$ cat config.mk
export PLATFORM = sky130hd
export DESIGN_NAME = dsc_sched
export DESIGN_NICKNAME = d
export VERILOG_FILES = /design/src/rtl/dsc_pkg.sv /design/src/rtl/dsc_sched.sv
export VERILOG_INCLUDE_DIRS = /design/src /design/src/rtl
export SDC_FILE = /design/constraint.sdc
export NUM_CORES = 2
export LEC_CHECK = 0
export BUFFER_PORTS_ARGS = -buffer_cell sky130_fd_sc_hd__buf_2
export CORE_MARGIN = 2
export CORE_UTILIZATION = 50
export CTS_CLUSTER_SIZE = 14
export DETAILED_ROUTE_END_ITERATION = 8
export GPL_TIMING_DRIVEN = 0
export PLACE_DENSITY = 0.67
export SYNTH_ARGS = -nofsm -noshare
export SYNTH_HDL_FRONTEND = slang
export SYNTH_SLANG_ARGS = --single-unit
$ cat constraint.sdc
create_clock -name clk_i -period 42 [get_ports clk_i]
set_input_delay 8.4 -clock clk_i [delete_from_list [all_inputs] [get_ports clk_i]]
set_output_delay 8.4 -clock clk_i [all_outputs]
set_load 0.02 [all_outputs]
$ cat src/rtl/dsc_consts.svh
// Register offsets, field positions and reset values of the disc request scheduler
`ifndef DSC_CONSTS_SVH
`define DSC_CONSTS_SVH
`define DSC_OFF_CTRL      8'h00
`define DSC_OFF_FAIR      8'h04
`define DSC_OFF_LOOK      8'h08
`define DSC_OFF_QDEPTH    8'h0c
`define DSC_OFF_USEL      8'h10
`define DSC_OFF_USIZE     8'h14
`define DSC_OFF_UMEDIA_LO 8'h18
`define DSC_OFF_UMEDIA_HI 8'h1c
`define DSC_OFF_UWCONF    8'h20
`define DSC_OFF_USERIAL   8'h24
`define DSC_OFF_STRUCT    8'h28
`define DSC_OFF_STAT_CMD  8'h2c
`define DSC_OFF_STAT_RD   8'h30
`define DSC_OFF_STAT_HIT  8'h34
`define DSC_OFF_STATUS    8'h38
`define DSC_CTRL_STRAT_HI 1
`define DSC_CTRL_STRAT_LO 0
`define DSC_CTRL_CACHE    2
`define DSC_CTRL_PANEL_HI 4
`define DSC_CTRL_PANEL_LO 3
`define DSC_RST_STRAT     2'h0
`define DSC_RST_CACHE     1'h1
`define DSC_RST_PANEL     2'h0
`define DSC_RST_FAIR      8'h19
`define DSC_RST_LOOK      8'h01
`define DSC_RST_QDEPTH    4'h8
`define DSC_RST_WCONF     2'h2
`define DSC_STAT_PERIOD   10'h3e8
`define DSC_STRUCT_BLKS   8'h03
`endif

$ cat src/rtl/dsc_pkg.sv
// Types shared by the disc request scheduler
package dsc_pkg;
	typedef enum logic [1:0] {
		DSC_OPT_NONE    = 2'h0,
		DSC_OPT_NEAREST = 2'h1,
		DSC_OPT_ELEV    = 2'h2,
		DSC_OPT_FORWARD = 2'h3
	} dsc_strat_t;
	typedef enum logic [1:0] {
		DSC_PANEL_NONE    = 2'h0,
		DSC_PANEL_PASSIVE = 2'h1,
		DSC_PANEL_ACTIVE  = 2'h2
	} dsc_panel_t;
	typedef enum logic [2:0] {
		DSC_OP_READ    = 3'h0,
		DSC_OP_WRITE   = 3'h1,
		DSC_OP_HDRFMT  = 3'h2,
		DSC_OP_PATTERN = 3'h3,
		DSC_OP_STRUCT  = 3'h4,
		DSC_OP_RCTCLR  = 3'h5,
		DSC_OP_STATS   = 3'h6
	} dsc_op_t;
	typedef enum logic [2:0] {
		DSC_ST_IDLE = 3'h0,
		DSC_ST_HDR  = 3'h1,
		DSC_ST_PAT  = 3'h3,
		DSC_ST_STA  = 3'h2,
		DSC_ST_STB  = 3'h6,
		DSC_ST_RCT  = 3'h7,
		DSC_ST_REQ  = 3'h4,
		DSC_ST_STW  = 3'h5
	} dsc_state_t;
	typedef enum logic [1:0] {
		DSC_SCMD_NONE   = 2'h0,
		DSC_SCMD_FORMAT = 2'h1,
		DSC_SCMD_WRITE  = 2'h2,
		DSC_SCMD_UPDATE = 2'h3
	} dsc_scmd_t;
	localparam logic [1:0] DSC_WC_CACHE = 2'h1;
endpackage

$ cat src/rtl/dsc_sched.sv
// Disc request queue, seek scheduler, lookahead cache policy and structure sequencer
`include "dsc_consts.svh"
module dsc_sched (
	input  wire logic               clk_i,
	input  wire logic               rst_i,
	input  wire logic [7:0]         addr_i,
	input  wire logic [31:0]        wdata_i,
	input  wire logic               wr_i,
	input  wire logic               rd_i,
	output logic      [31:0]        rdata_o,
	input  wire logic               req_valid_i,
	output logic                    req_ready_o,
	input  wire logic [1:0]         req_unit_i,
	input  wire logic               req_write_i,
	input  wire logic [15:0]        req_cyl_i,
	input  wire logic [31:0]        req_lba_i,
	input  wire logic [7:0]         req_len_i,
	output logic                    done_o,
	output logic                    done_hit_o,
	output logic                    done_err_o,
	output logic                    dsk_start_o,
	output dsc_pkg::dsc_op_t        dsk_op_o,
	output logic      [1:0]         dsk_unit_o,
	output logic      [15:0]        dsk_cyl_o,
	output logic      [31:0]        dsk_lba_o,
	output logic      [7:0]         dsk_len_o,
	input  wire logic               dsk_done_i,
	input  wire logic [1:0]         info_unit_i,
	output logic      [39:0]        info_media_o,
	output logic      [31:0]        info_serial_o,
	output logic      [3:0]         units_o,
	output dsc_pkg::dsc_panel_t     panel_o
);
	import dsc_pkg::*;

	dsc_strat_t  strat_q;
	dsc_panel_t  panel_q;
	dsc_state_t  st_q, st_d;
	dsc_scmd_t   scmd_q;
	logic        cache_q, rct_q, up_q, la_v_q, stw_q, cur_ntf_q;
	logic [7:0]  fair_init_q, look_q, q_len [8], q_fair [8], la_cnt_q, la_pcnt_q;
	logic [3:0]  qdepth_q, qcnt;
	logic [1:0]  usel_q, wconf_q [4], q_unit [8], la_unit_q, la_punit_q;
	logic [31:0] usize_q [4], serial_q [4], q_lba [8], la_base_q, la_pbase_q;
	logic [31:0] cnt_cmd_q, cnt_rd_q, cnt_hit_q, rdata_q;
	logic [39:0] media_q [4];
	logic [15:0] head_q, q_cyl [8];
	logic [9:0]  acc_q;
	logic [7:0]  q_v, q_wr, q_ntf;
	logic [2:0]  sel, free;
	logic [16:0] sel_cost;
	logic        zero_hit, acc, unit_ok, hit, cached, go_req, start;
	logic [7:0]  eff_len;

	// Cost of a candidate cylinder; bit 16 marks the far side of a sweep
	function automatic logic [16:0] cost_f(input dsc_strat_t s, input logic [15:0] cyl,
		input logic [15:0] head, input logic up);
		logic [15:0] d;
		d = (cyl >= head) ? cyl - head : head - cyl;
		case (s)
			DSC_OPT_NEAREST: cost_f = {1'b0, d};
			DSC_OPT_ELEV:    cost_f = {!(up ? cyl >= head : cyl <= head), d};
			DSC_OPT_FORWARD: cost_f = (cyl >= head) ? {1'b0, d} : {1'b1, cyl};
			default:         cost_f = 17'h00000;
		endcase
	endfunction

	// Pick: a spent fairness count wins unless the strategy is none, else least cost, ties to lowest slot
	always_comb begin
		logic [16:0] c;
		c = 17'h00000;
		sel = 3'h0;
		sel_cost = 17'h1ffff;
		zero_hit = 1'b0;
		for (int i = 0; i < 8; i++) begin
			c = cost_f(strat_q, q_cyl[i], head_q, up_q);
			if (q_v[i] && !zero_hit) begin
				if (strat_q != DSC_OPT_NONE && q_fair[i] == 8'h00) begin
					sel = i[2:0];
					zero_hit = 1'b1;
				end else if (c < sel_cost || sel_cost == 17'h1ffff) begin
					sel = i[2:0];
					sel_cost = c;
				end
			end
		end
	end

	// Free slot and occupancy
	always_comb begin
		free = 3'h0;
		qcnt = 4'h0;
		for (int i = 7; i >= 0; i--) begin
			if (!q_v[i])
				free = i[2:0];
			qcnt = qcnt + {3'h0, q_v[i]};
		end
	end

	// Acceptance and its immediate outcomes
	assign unit_ok = usize_q[req_unit_i] != 32'h0;
	assign hit = cache_q && la_v_q && !req_write_i && la_unit_q == req_unit_i
		&& req_lba_i >= la_base_q
		&& ({1'b0, req_lba_i - la_base_q} + {25'h0, req_len_i}) <= {25'h0, la_cnt_q};
	assign cached = cache_q && wconf_q[req_unit_i] == DSC_WC_CACHE;
	// A structure command or a finishing disc op holds the host off so completions never collide
	assign req_ready_o = qcnt < qdepth_q && dsk_done_i == 1'b0
		&& scmd_q == DSC_SCMD_NONE && (st_q == DSC_ST_IDLE || st_q == DSC_ST_REQ
		|| st_q == DSC_ST_STW);
	assign acc = req_valid_i && req_ready_o;
	assign go_req = st_q == DSC_ST_IDLE && st_d == DSC_ST_REQ;
	assign start = st_d != st_q && st_d != DSC_ST_IDLE;
	assign eff_len = (cache_q && !q_wr[sel] && q_len[sel] < look_q) ? look_q : q_len[sel];

	// Request queue; skipped entries age toward forced selection
	always_ff @(posedge clk_i) begin
		if (rst_i) begin
			q_v <= 8'h00;
		end else begin
			if (go_req) begin
				q_v[sel] <= 1'b0;
				for (int j = 0; j < 8; j++)
					if (j[2:0] != sel && q_v[j] && strat_q != DSC_OPT_NONE
						&& q_fair[j] != 8'h00)
						q_fair[j] <= q_fair[j] - 8'h01;
			end
			if (acc && unit_ok && !hit) begin
				q_v[free]    <= 1'b1;
				q_wr[free]   <= req_write_i;
				q_ntf[free]  <= !(req_write_i && cached);
				q_unit[free] <= req_unit_i;
				q_cyl[free]  <= req_cyl_i;
				q_lba[free]  <= req_lba_i;
				q_len[free]  <= req_len_i;
				q_fair[free] <= fair_init_q;
			end
		end
	end

	// Sequencer next state
	always_comb begin
		st_d = st_q;
		unique case (st_q)
			DSC_ST_IDLE:
				if (scmd_q == DSC_SCMD_FORMAT)
					st_d = DSC_ST_HDR;
				else if (scmd_q != DSC_SCMD_NONE)
					st_d = DSC_ST_STA;
				else if (stw_q)
					st_d = DSC_ST_STW;
				else if (q_v != 8'h00)
					st_d = DSC_ST_REQ;
			DSC_ST_HDR: if (dsk_done_i) st_d = DSC_ST_PAT;
			DSC_ST_PAT: if (dsk_done_i) st_d = DSC_ST_STA;
			DSC_ST_STA: if (dsk_done_i) st_d = DSC_ST_STB;
			DSC_ST_STB: if (dsk_done_i) st_d = rct_q ? DSC_ST_RCT : DSC_ST_IDLE;
			DSC_ST_RCT: if (dsk_done_i) st_d = DSC_ST_IDLE;
			DSC_ST_REQ: if (dsk_done_i) st_d = DSC_ST_IDLE;
			DSC_ST_STW: if (dsk_done_i) st_d = DSC_ST_IDLE;
		endcase
	end

	// State, structure command and replacement table choice
	always_ff @(posedge clk_i) begin
		if (rst_i) begin
			st_q <= DSC_ST_IDLE;
			scmd_q <= DSC_SCMD_NONE;
			rct_q <= 1'b0;
		end else begin
			st_q <= st_d;
			if (st_q == DSC_ST_IDLE && scmd_q != DSC_SCMD_NONE) begin
				scmd_q <= DSC_SCMD_NONE;
				rct_q <= scmd_q != DSC_SCMD_UPDATE;
			end
			// A new command written in the take cycle is kept, not lost
			if (wr_i && addr_i == `DSC_OFF_STRUCT)
				scmd_q <= dsc_scmd_t'(wdata_i[1:0]);
		end
	end

	// Disc command outputs, loaded with the start pulse
	always_ff @(posedge clk_i) begin
		if (rst_i) begin
			dsk_start_o <= 1'b0;
			dsk_op_o <= DSC_OP_READ;
			dsk_unit_o <= 2'h0;
			dsk_cyl_o <= 16'h0000;
			dsk_lba_o <= 32'h0;
			dsk_len_o <= 8'h00;
			cur_ntf_q <= 1'b0;
		end else begin
			dsk_start_o <= start;
			if (go_req) begin
				dsk_op_o <= q_wr[sel] ? DSC_OP_WRITE : DSC_OP_READ;
				dsk_unit_o <= q_unit[sel];
				dsk_cyl_o <= q_cyl[sel];
				dsk_lba_o <= q_lba[sel];
				dsk_len_o <= eff_len;
				cur_ntf_q <= q_ntf[sel];
			end else if (start) begin
				unique case (st_d)
					DSC_ST_HDR: dsk_op_o <= DSC_OP_HDRFMT;
					DSC_ST_PAT: dsk_op_o <= DSC_OP_PATTERN;
					DSC_ST_RCT: dsk_op_o <= DSC_OP_RCTCLR;
					DSC_ST_STW: dsk_op_o <= DSC_OP_STATS;
					default:    dsk_op_o <= DSC_OP_STRUCT;
				endcase
				dsk_cyl_o <= 16'h0000;
				// Second structure copy follows the first on track zero
				dsk_lba_o <= st_d == DSC_ST_STB ? {24'h0, `DSC_STRUCT_BLKS} : 32'h0;
				dsk_len_o <= (st_d == DSC_ST_STA || st_d == DSC_ST_STB)
					? `DSC_STRUCT_BLKS : 8'h00;
				cur_ntf_q <= 1'b0;
			end
		end
	end

	// Head position and elevator direction follow each issued request
	always_ff @(posedge clk_i) begin
		if (rst_i) begin
			head_q <= 16'h0000;
			up_q <= 1'b1;
		end else if (go_req) begin
			head_q <= q_cyl[sel];
			if (strat_q == DSC_OPT_ELEV && sel_cost[16] && !zero_hit)
				up_q <= !up_q;
		end
	end

	// Lookahead range becomes usable only once its read has finished
	always_ff @(posedge clk_i) begin
		if (rst_i) begin
			la_v_q <= 1'b0;
			{la_base_q, la_cnt_q, la_unit_q} <= 42'h0;
			{la_pbase_q, la_pcnt_q, la_punit_q} <= 42'h0;
		end else begin
			if (go_req && !q_wr[sel]) begin
				la_pbase_q <= q_lba[sel];
				la_pcnt_q <= eff_len;
				la_punit_q <= q_unit[sel];
				la_v_q <= 1'b0;
			end
			if (st_q == DSC_ST_REQ && dsk_done_i && dsk_op_o == DSC_OP_READ) begin
				la_base_q <= la_pbase_q;
				la_cnt_q <= la_pcnt_q;
				la_unit_q <= la_punit_q;
				la_v_q <= cache_q;
			end
			// Stale data must not satisfy a read after a write or with the cache off
			if ((acc && req_write_i) || !cache_q)
				la_v_q <= 1'b0;
		end
	end

	// Host completion pulses
	always_ff @(posedge clk_i) begin
		if (rst_i) begin
			{done_o, done_hit_o, done_err_o} <= 3'h0;
		end else begin
			done_o <= (acc && (!unit_ok || hit || (req_write_i && cached)))
				|| (st_q == DSC_ST_REQ && dsk_done_i && cur_ntf_q);
			done_hit_o <= acc && unit_ok && hit;
			done_err_o <= acc && !unit_ok;
		end
	end

	// Statistics and the periodic write request
	always_ff @(posedge clk_i) begin
		if (rst_i) begin
			{cnt_cmd_q, cnt_rd_q, cnt_hit_q} <= 96'h0;
			acc_q <= 10'h000;
			stw_q <= 1'b0;
		end else begin
			if (acc) begin
				cnt_cmd_q <= cnt_cmd_q + 32'h1;
				cnt_rd_q <= cnt_rd_q + {31'h0, !req_write_i};
				cnt_hit_q <= cnt_hit_q + {31'h0, hit && unit_ok};
			end
			if (st_q == DSC_ST_IDLE && st_d == DSC_ST_STW)
				stw_q <= 1'b0;
			if (go_req) begin
				acc_q <= (acc_q == `DSC_STAT_PERIOD - 10'h001) ? 10'h000 : acc_q + 10'h001;
				if (acc_q == `DSC_STAT_PERIOD - 10'h001)
					stw_q <= 1'b1;
			end
		end
	end

	// Register writes; control bits steer the scheduler and cache policy
	always_ff @(posedge clk_i) begin
		if (rst_i) begin
			strat_q <= dsc_strat_t'(`DSC_RST_STRAT);
			cache_q <= `DSC_RST_CACHE;
			panel_q <= dsc_panel_t'(`DSC_RST_PANEL);
			fair_init_q <= `DSC_RST_FAIR;
			look_q <= `DSC_RST_LOOK;
			qdepth_q <= `DSC_RST_QDEPTH;
			usel_q <= 2'h0;
			for (int u = 0; u < 4; u++) begin
				usize_q[u] <= 32'h0;
				media_q[u] <= 40'h0;
				serial_q[u] <= 32'h0;
				wconf_q[u] <= `DSC_RST_WCONF;
			end
		end else if (wr_i) begin
			case (addr_i)
				`DSC_OFF_CTRL: begin
					strat_q <= dsc_strat_t'(wdata_i[`DSC_CTRL_STRAT_HI:`DSC_CTRL_STRAT_LO]);
					cache_q <= wdata_i[`DSC_CTRL_CACHE];
					// Panel code 3 is not defined and is ignored
					if (wdata_i[`DSC_CTRL_PANEL_HI:`DSC_CTRL_PANEL_LO] != 2'h3)
						panel_q <= dsc_panel_t'(wdata_i[`DSC_CTRL_PANEL_HI:`DSC_CTRL_PANEL_LO]);
				end
				`DSC_OFF_FAIR:      fair_init_q <= wdata_i[7:0];
				`DSC_OFF_LOOK:      look_q <= wdata_i[7:0];
				`DSC_OFF_QDEPTH: begin
					// Depth is clamped to the eight physical slots, never zero
					if (wdata_i[3:0] == 4'h0)
						qdepth_q <= 4'h1;
					else if (wdata_i[3:0] > `DSC_RST_QDEPTH)
						qdepth_q <= `DSC_RST_QDEPTH;
					else
						qdepth_q <= wdata_i[3:0];
				end
				`DSC_OFF_USEL:      usel_q <= wdata_i[1:0];
				`DSC_OFF_USIZE:     usize_q[usel_q] <= wdata_i;
				`DSC_OFF_UMEDIA_LO: media_q[usel_q][31:0] <= wdata_i;
				`DSC_OFF_UMEDIA_HI: media_q[usel_q][39:32] <= wdata_i[7:0];
				`DSC_OFF_UWCONF:    wconf_q[usel_q] <= wdata_i[1:0];
				`DSC_OFF_USERIAL:   serial_q[usel_q] <= wdata_i;
				default: ;
			endcase
		end
	end

	// Register reads, data in the following cycle only
	always_ff @(posedge clk_i) begin
		if (rst_i || !rd_i) begin
			rdata_q <= 32'h0;
		end else begin
			case (addr_i)
				`DSC_OFF_CTRL:      rdata_q <= {27'h0, panel_q, cache_q, strat_q};
				`DSC_OFF_FAIR:      rdata_q <= {24'h0, fair_init_q};
				`DSC_OFF_LOOK:      rdata_q <= {24'h0, look_q};
				`DSC_OFF_QDEPTH:    rdata_q <= {28'h0, qdepth_q};
				`DSC_OFF_USEL:      rdata_q <= {30'h0, usel_q};
				`DSC_OFF_USIZE:     rdata_q <= usize_q[usel_q];
				`DSC_OFF_UMEDIA_LO: rdata_q <= media_q[usel_q][31:0];
				`DSC_OFF_UMEDIA_HI: rdata_q <= {24'h0, media_q[usel_q][39:32]};
				`DSC_OFF_UWCONF:    rdata_q <= {30'h0, wconf_q[usel_q]};
				`DSC_OFF_USERIAL:   rdata_q <= serial_q[usel_q];
				`DSC_OFF_STRUCT:    rdata_q <= {28'h0, st_q, scmd_q != DSC_SCMD_NONE};
				`DSC_OFF_STAT_CMD:  rdata_q <= cnt_cmd_q;
				`DSC_OFF_STAT_RD:   rdata_q <= cnt_rd_q;
				`DSC_OFF_STAT_HIT:  rdata_q <= cnt_hit_q;
				`DSC_OFF_STATUS:    rdata_q <= {24'h0, units_o, qcnt};
				default:            rdata_q <= 32'h0;
			endcase
		end
	end
	assign rdata_o = rdata_q;
	assign panel_o = panel_q;

	// Unit status and online answers for the protocol engine
	always_ff @(posedge clk_i) begin
		if (rst_i) begin
			info_media_o <= 40'h0;
			info_serial_o <= 32'h0;
			units_o <= 4'h0;
		end else begin
			info_media_o <= media_q[info_unit_i];
			info_serial_o <= serial_q[info_unit_i];
			for (int u = 0; u < 4; u++)
				units_o[u] <= usize_q[u] != 32'h0;
		end
	end

	forced_pick_a: assert property (@(posedge clk_i) disable iff (rst_i)
		(go_req && strat_q != DSC_OPT_NONE && q_v[0] && q_fair[0] == 8'h00) |-> sel == 3'h0)
		else $error("spent fairness entry not picked");
	first_found_a: assert property (@(posedge clk_i) disable iff (rst_i)
		(go_req && strat_q == DSC_OPT_NONE) |-> (q_v & ((8'h01 << sel) - 8'h01)) == 8'h00)
		else $error("no-optimisation pick is not the first entry");
	fair_age_a: assert property (@(posedge clk_i) disable iff (rst_i)
		(go_req && sel != 3'h0 && q_v[0] && strat_q != DSC_OPT_NONE && q_fair[0] != 8'h00)
		|=> q_fair[0] == $past(q_fair[0]) - 8'h01)
		else $error("skipped entry did not age");
	look_len_a: assert property (@(posedge clk_i) disable iff (rst_i)
		(go_req && !q_wr[sel]) |=> dsk_start_o && dsk_len_o ==
		(($past(cache_q) && $past(q_len[sel]) < $past(look_q)) ? $past(look_q) : $past(q_len[sel])))
		else $error("read length wrong");
	hit_nodisk_a: assert property (@(posedge clk_i) disable iff (rst_i)
		(acc && unit_ok && hit) |=> done_o && done_hit_o && qcnt == $past(qcnt) - {3'h0, $past(go_req)})
		else $error("cache hit queued or not completed");
	wr_at_disc_a: assert property (@(posedge clk_i) disable iff (rst_i)
		(acc && unit_ok && req_write_i && !cache_q) |=> !done_o)
		else $error("write completed before disc");
	struct_rct_a: assert property (@(posedge clk_i) disable iff (rst_i)
		(st_q == DSC_ST_STB && dsk_done_i) |=> st_q == ($past(rct_q) ? DSC_ST_RCT : DSC_ST_IDLE)
		##0 (rct_q ? dsk_start_o && dsk_op_o == DSC_OP_RCTCLR : 1'b1))
		else $error("structure write tail wrong");
	fmt_pass_a: assert property (@(posedge clk_i) disable iff (rst_i)
		(st_q == DSC_ST_HDR && dsk_done_i) |=> dsk_start_o && dsk_op_o == DSC_OP_PATTERN)
		else $error("pattern pass not started");
	stat_period_a: assert property (@(posedge clk_i) disable iff (rst_i)
		(go_req && acc_q == `DSC_STAT_PERIOD - 10'h001) |=> stw_q && acc_q == 10'h000)
		else $error("statistics write not requested");
	absent_unit_a: assert property (@(posedge clk_i) disable iff (rst_i)
		(acc && !unit_ok) |=> done_o && done_err_o)
		else $error("absent unit request not refused");
endmodule

==> run metrics <==
pre-CTS setup slack 9080 ps; worst setup margin 8120 ps; clock sink total 1394; Net Count, Synth 8181; I/O Pins 283; Post-Synthesis Cells 7616; area share of the largest cell type after synthesis 36.3%; synthesis-to-layout area growth 12.6%; CORE AREA 159000 um2; CP most frequent cell a21oi_1; CP max stage delay 1380 ps; clock root buffer clkbuf_16; pin count of the biggest net entering global routing 46; largest cells by area after synthesis edfxtp_1 (36%), dfxtp_1 (11%), ha_1 (6.8%), mux4_2 (5.0%), nand2_1 (3.5%); FF+latch count, synth 1394; relative slew slack -5.22%; Main synth FF type edfxtp_1; CTS Buf Count 149; drt drc 0; Critical Path Sink Type flop; Placement Rows 146; RePlAce Congestion 1.03; Final Cycle Share 80.7%; wire per inst 32.1 um; Max Transition Viols Final 43; Critical Path AT 34580 ps; Synth cell types 116; Crit Path Class flop to flop; Placed Area 84900 um2; Final Skew 88.2 ps; post-route ant nets 0; worst-case clock buffer depth 3; via count 68400; EDFF count, synth 968; initial antenna violation count 35; CTS resizes 0; startpoint types flop; Synth area leader edfxtp_1; first-pass GRT wire length 465 mm; PwrDens 39.3 nW/um2; Critical-path top delay cell dfxtp_1; RSZ-0062 raised after global routing false; Setup Fix Bufs, Post-CTS 0; Hold/Removal Path Class flop to flop; outcome finished, violations left; TritonCTS clock tree yes; worst hold slack 419 ps; H-tree depth 4; Critical Path RT 42690 ps; post-layout net count 8661; max-cap violation count 5; Post-Layout Inst Area 90100 um2; vias per cell 6.63; die height 404 um; GRT Residual Overflow 0; Die ar. 163000 um2; clock transition at the registers of the reported paths 70 ps; Post-Route Utilization 56.8%; Pre-antenna DRT Iters 6; port buffer count 277; Clk Latency, worst-skew pair 830 ps; failing checks capacitance limit, slew limit; initial DRC count 9134; sequential area share after synthesis 47.0%; Avg Cell Area, Syn 10.5 um2; VDD IR max 0.0000394 V; DP HPWL 251 mm; Starting Density 50.4%; setup TNS 0 ps; Async S/R FF share, synth 0%; layout cells sized above 1 12.3%; vias in the first global route 64900; CP Max Fanout 10; final WL 331 mm; Final setup viols 0; Largest delay share family, worst path compound AO/OA/AOI/OAI gates; Tmin final 33880 ps; Post-CTS Hold Buffers 0; chip width 404 um; most frequent cell after synthesis edfxtp_1; Slew @ Worst Pin 1580 ps; synth cell count leaders edfxtp_1 (968), nand2_1 (751), nor2_1 (477), ha_1 (436), dfxtp_1 (426); Synthesis Warnings 0; Leak 35.8 nW; FMAX 29.5 MHz; Syn Std Cell Area 80000 um2; total global-route track usage 39.7%; worst path bufs/invs 14; endpoints failing hold 0
metal layers:
metal  vias to the layer above  share of wire (%)  global-route usage [%]
met3                       897                 11                    9.12
met2                      4330                 44                    61.3
met5                         -              0.083                       0
met4                        26                6.6                    22.9
met1                     33600                 38                    51.3
li1                      29500                  -                       -
final timing paths:
path                        from             to  slack, ps  cells past startpoint
setup / recovery      head_q[14]   dsk_len_o[1]       8120                    131
hold / removal    la_pbase_q[31]  la_base_q[31]        420                      2
setup reg to reg      head_q[14]   dsk_len_o[1]       8120                    131
hold reg to reg   la_pbase_q[31]  la_base_q[31]        420                      2
cell type report:
cell class | instances | area, um2
Clock buffer | 208 | 4290
Fill cell | 13700 | 68600
Timing Repair Buffer | 329 | 2130
Tap cell | 2072 | 2590
Antenna cell | 24 | 60.1
Inverter | 409 | 1540
Buffer | 409 | 1640
Clock inverter | 71 | 876
Sequential cell | 1394 | 37600
Multi-Input combinational cell | 5404 | 39400
worst register-to-register path: cells and delay by family, from the launching register on:
| family | cells | cell delay [ps] |
|---|---|---|
| compound gates | 68 | 16720 |
| simple gates | 39 | 6890 |
| buf+inv | 14 | 5170 |
| fa+ha+maj | 9 | 3240 |
| flops | 1 | 1380 |
| mux | 1 | 400 |
placed cells by master, fill, tap and decap left out, types with 49 or more instances in the layout:
master and instances:
nor4_1 56, and3_1 186, a22oi_1 112, mux4_2 179
inv_1 405, a21oi_1 421, clkbuf_16 156, mux2i_1 125
or3_1 49, o21ai_0 299, nand2b_1 52, buf_2 316
nand4_1 129, ha_1 436, a21o_1 169, nor2_1 476
xor2_1 143, a221oi_1 49, and2_1 270, a31oi_1 60
a22o_1 59, nor3_1 117, nand3_1 213, xnor2_1 102
nand2_1 749, mux2_2 104, dfxtp_1 423, o31ai_1 51
edfxtp_1 968, clkbuf_1 356, a211oi_1 69
flip-flops by register name, summed over array words and instances (netlist names), 32 cells and up, named ones only:
register / flops
la_pbase_q: 32
q_cyl: 128
la_base_q: 32
info_media_o: 40
cnt_cmd_q: 32
q_lba: 256
info_serial_o: 32
cnt_rd_q: 32
serial_q: 128
q_fair: 64
dsk_lba_o: 32
cnt_hit_q: 32
media_q: 160
usize_q: 128
q_len: 64
rdata_o: 32
logic make-up (layout without fill, tap and decap cells):
logic type               count (synthesis)  after routing  share of synthesized area [%]
XOR/XNOR                               245            245                           2.68
adder cells (fa/ha/maj)                458            458                           7.37
other                                    0             24                              0
flip-flops                            1394           1394                           47.0
buffers and inverters                  818           1426                           3.97
multiplexers                           409            409                           8.08
AO/OA/AOI/OAI                         1802           1802                           15.5
AND/OR/NAND/NOR                       2490           2490                           15.5
metrics by stage:
stage,instances,total power [mW]
2_1_floorplan,7616,1.94
3_3_place_gp,9965,2.17
3_5_place_dp,10000,2.18
4_1_cts,10300,3.52
5_1_grt,10300,3.63
6_report,10300,3.54
power by group:
| part | switching [mW] | internal, mW | total, mW | leakage, nW |
|---|---|---|---|---|
| clock | 0.610 | 0.762 | 1.37 | 2.50 |
| combinational | 0.414 | 0.207 | 0.621 | 20.5 |
| sequential | 0.0480 | 1.50 | 1.55 | 12.7 |
| total | 1.07 | 2.47 | 3.54 | 35.8 |
Note: power is estimated with default switching activity, not from simulation.
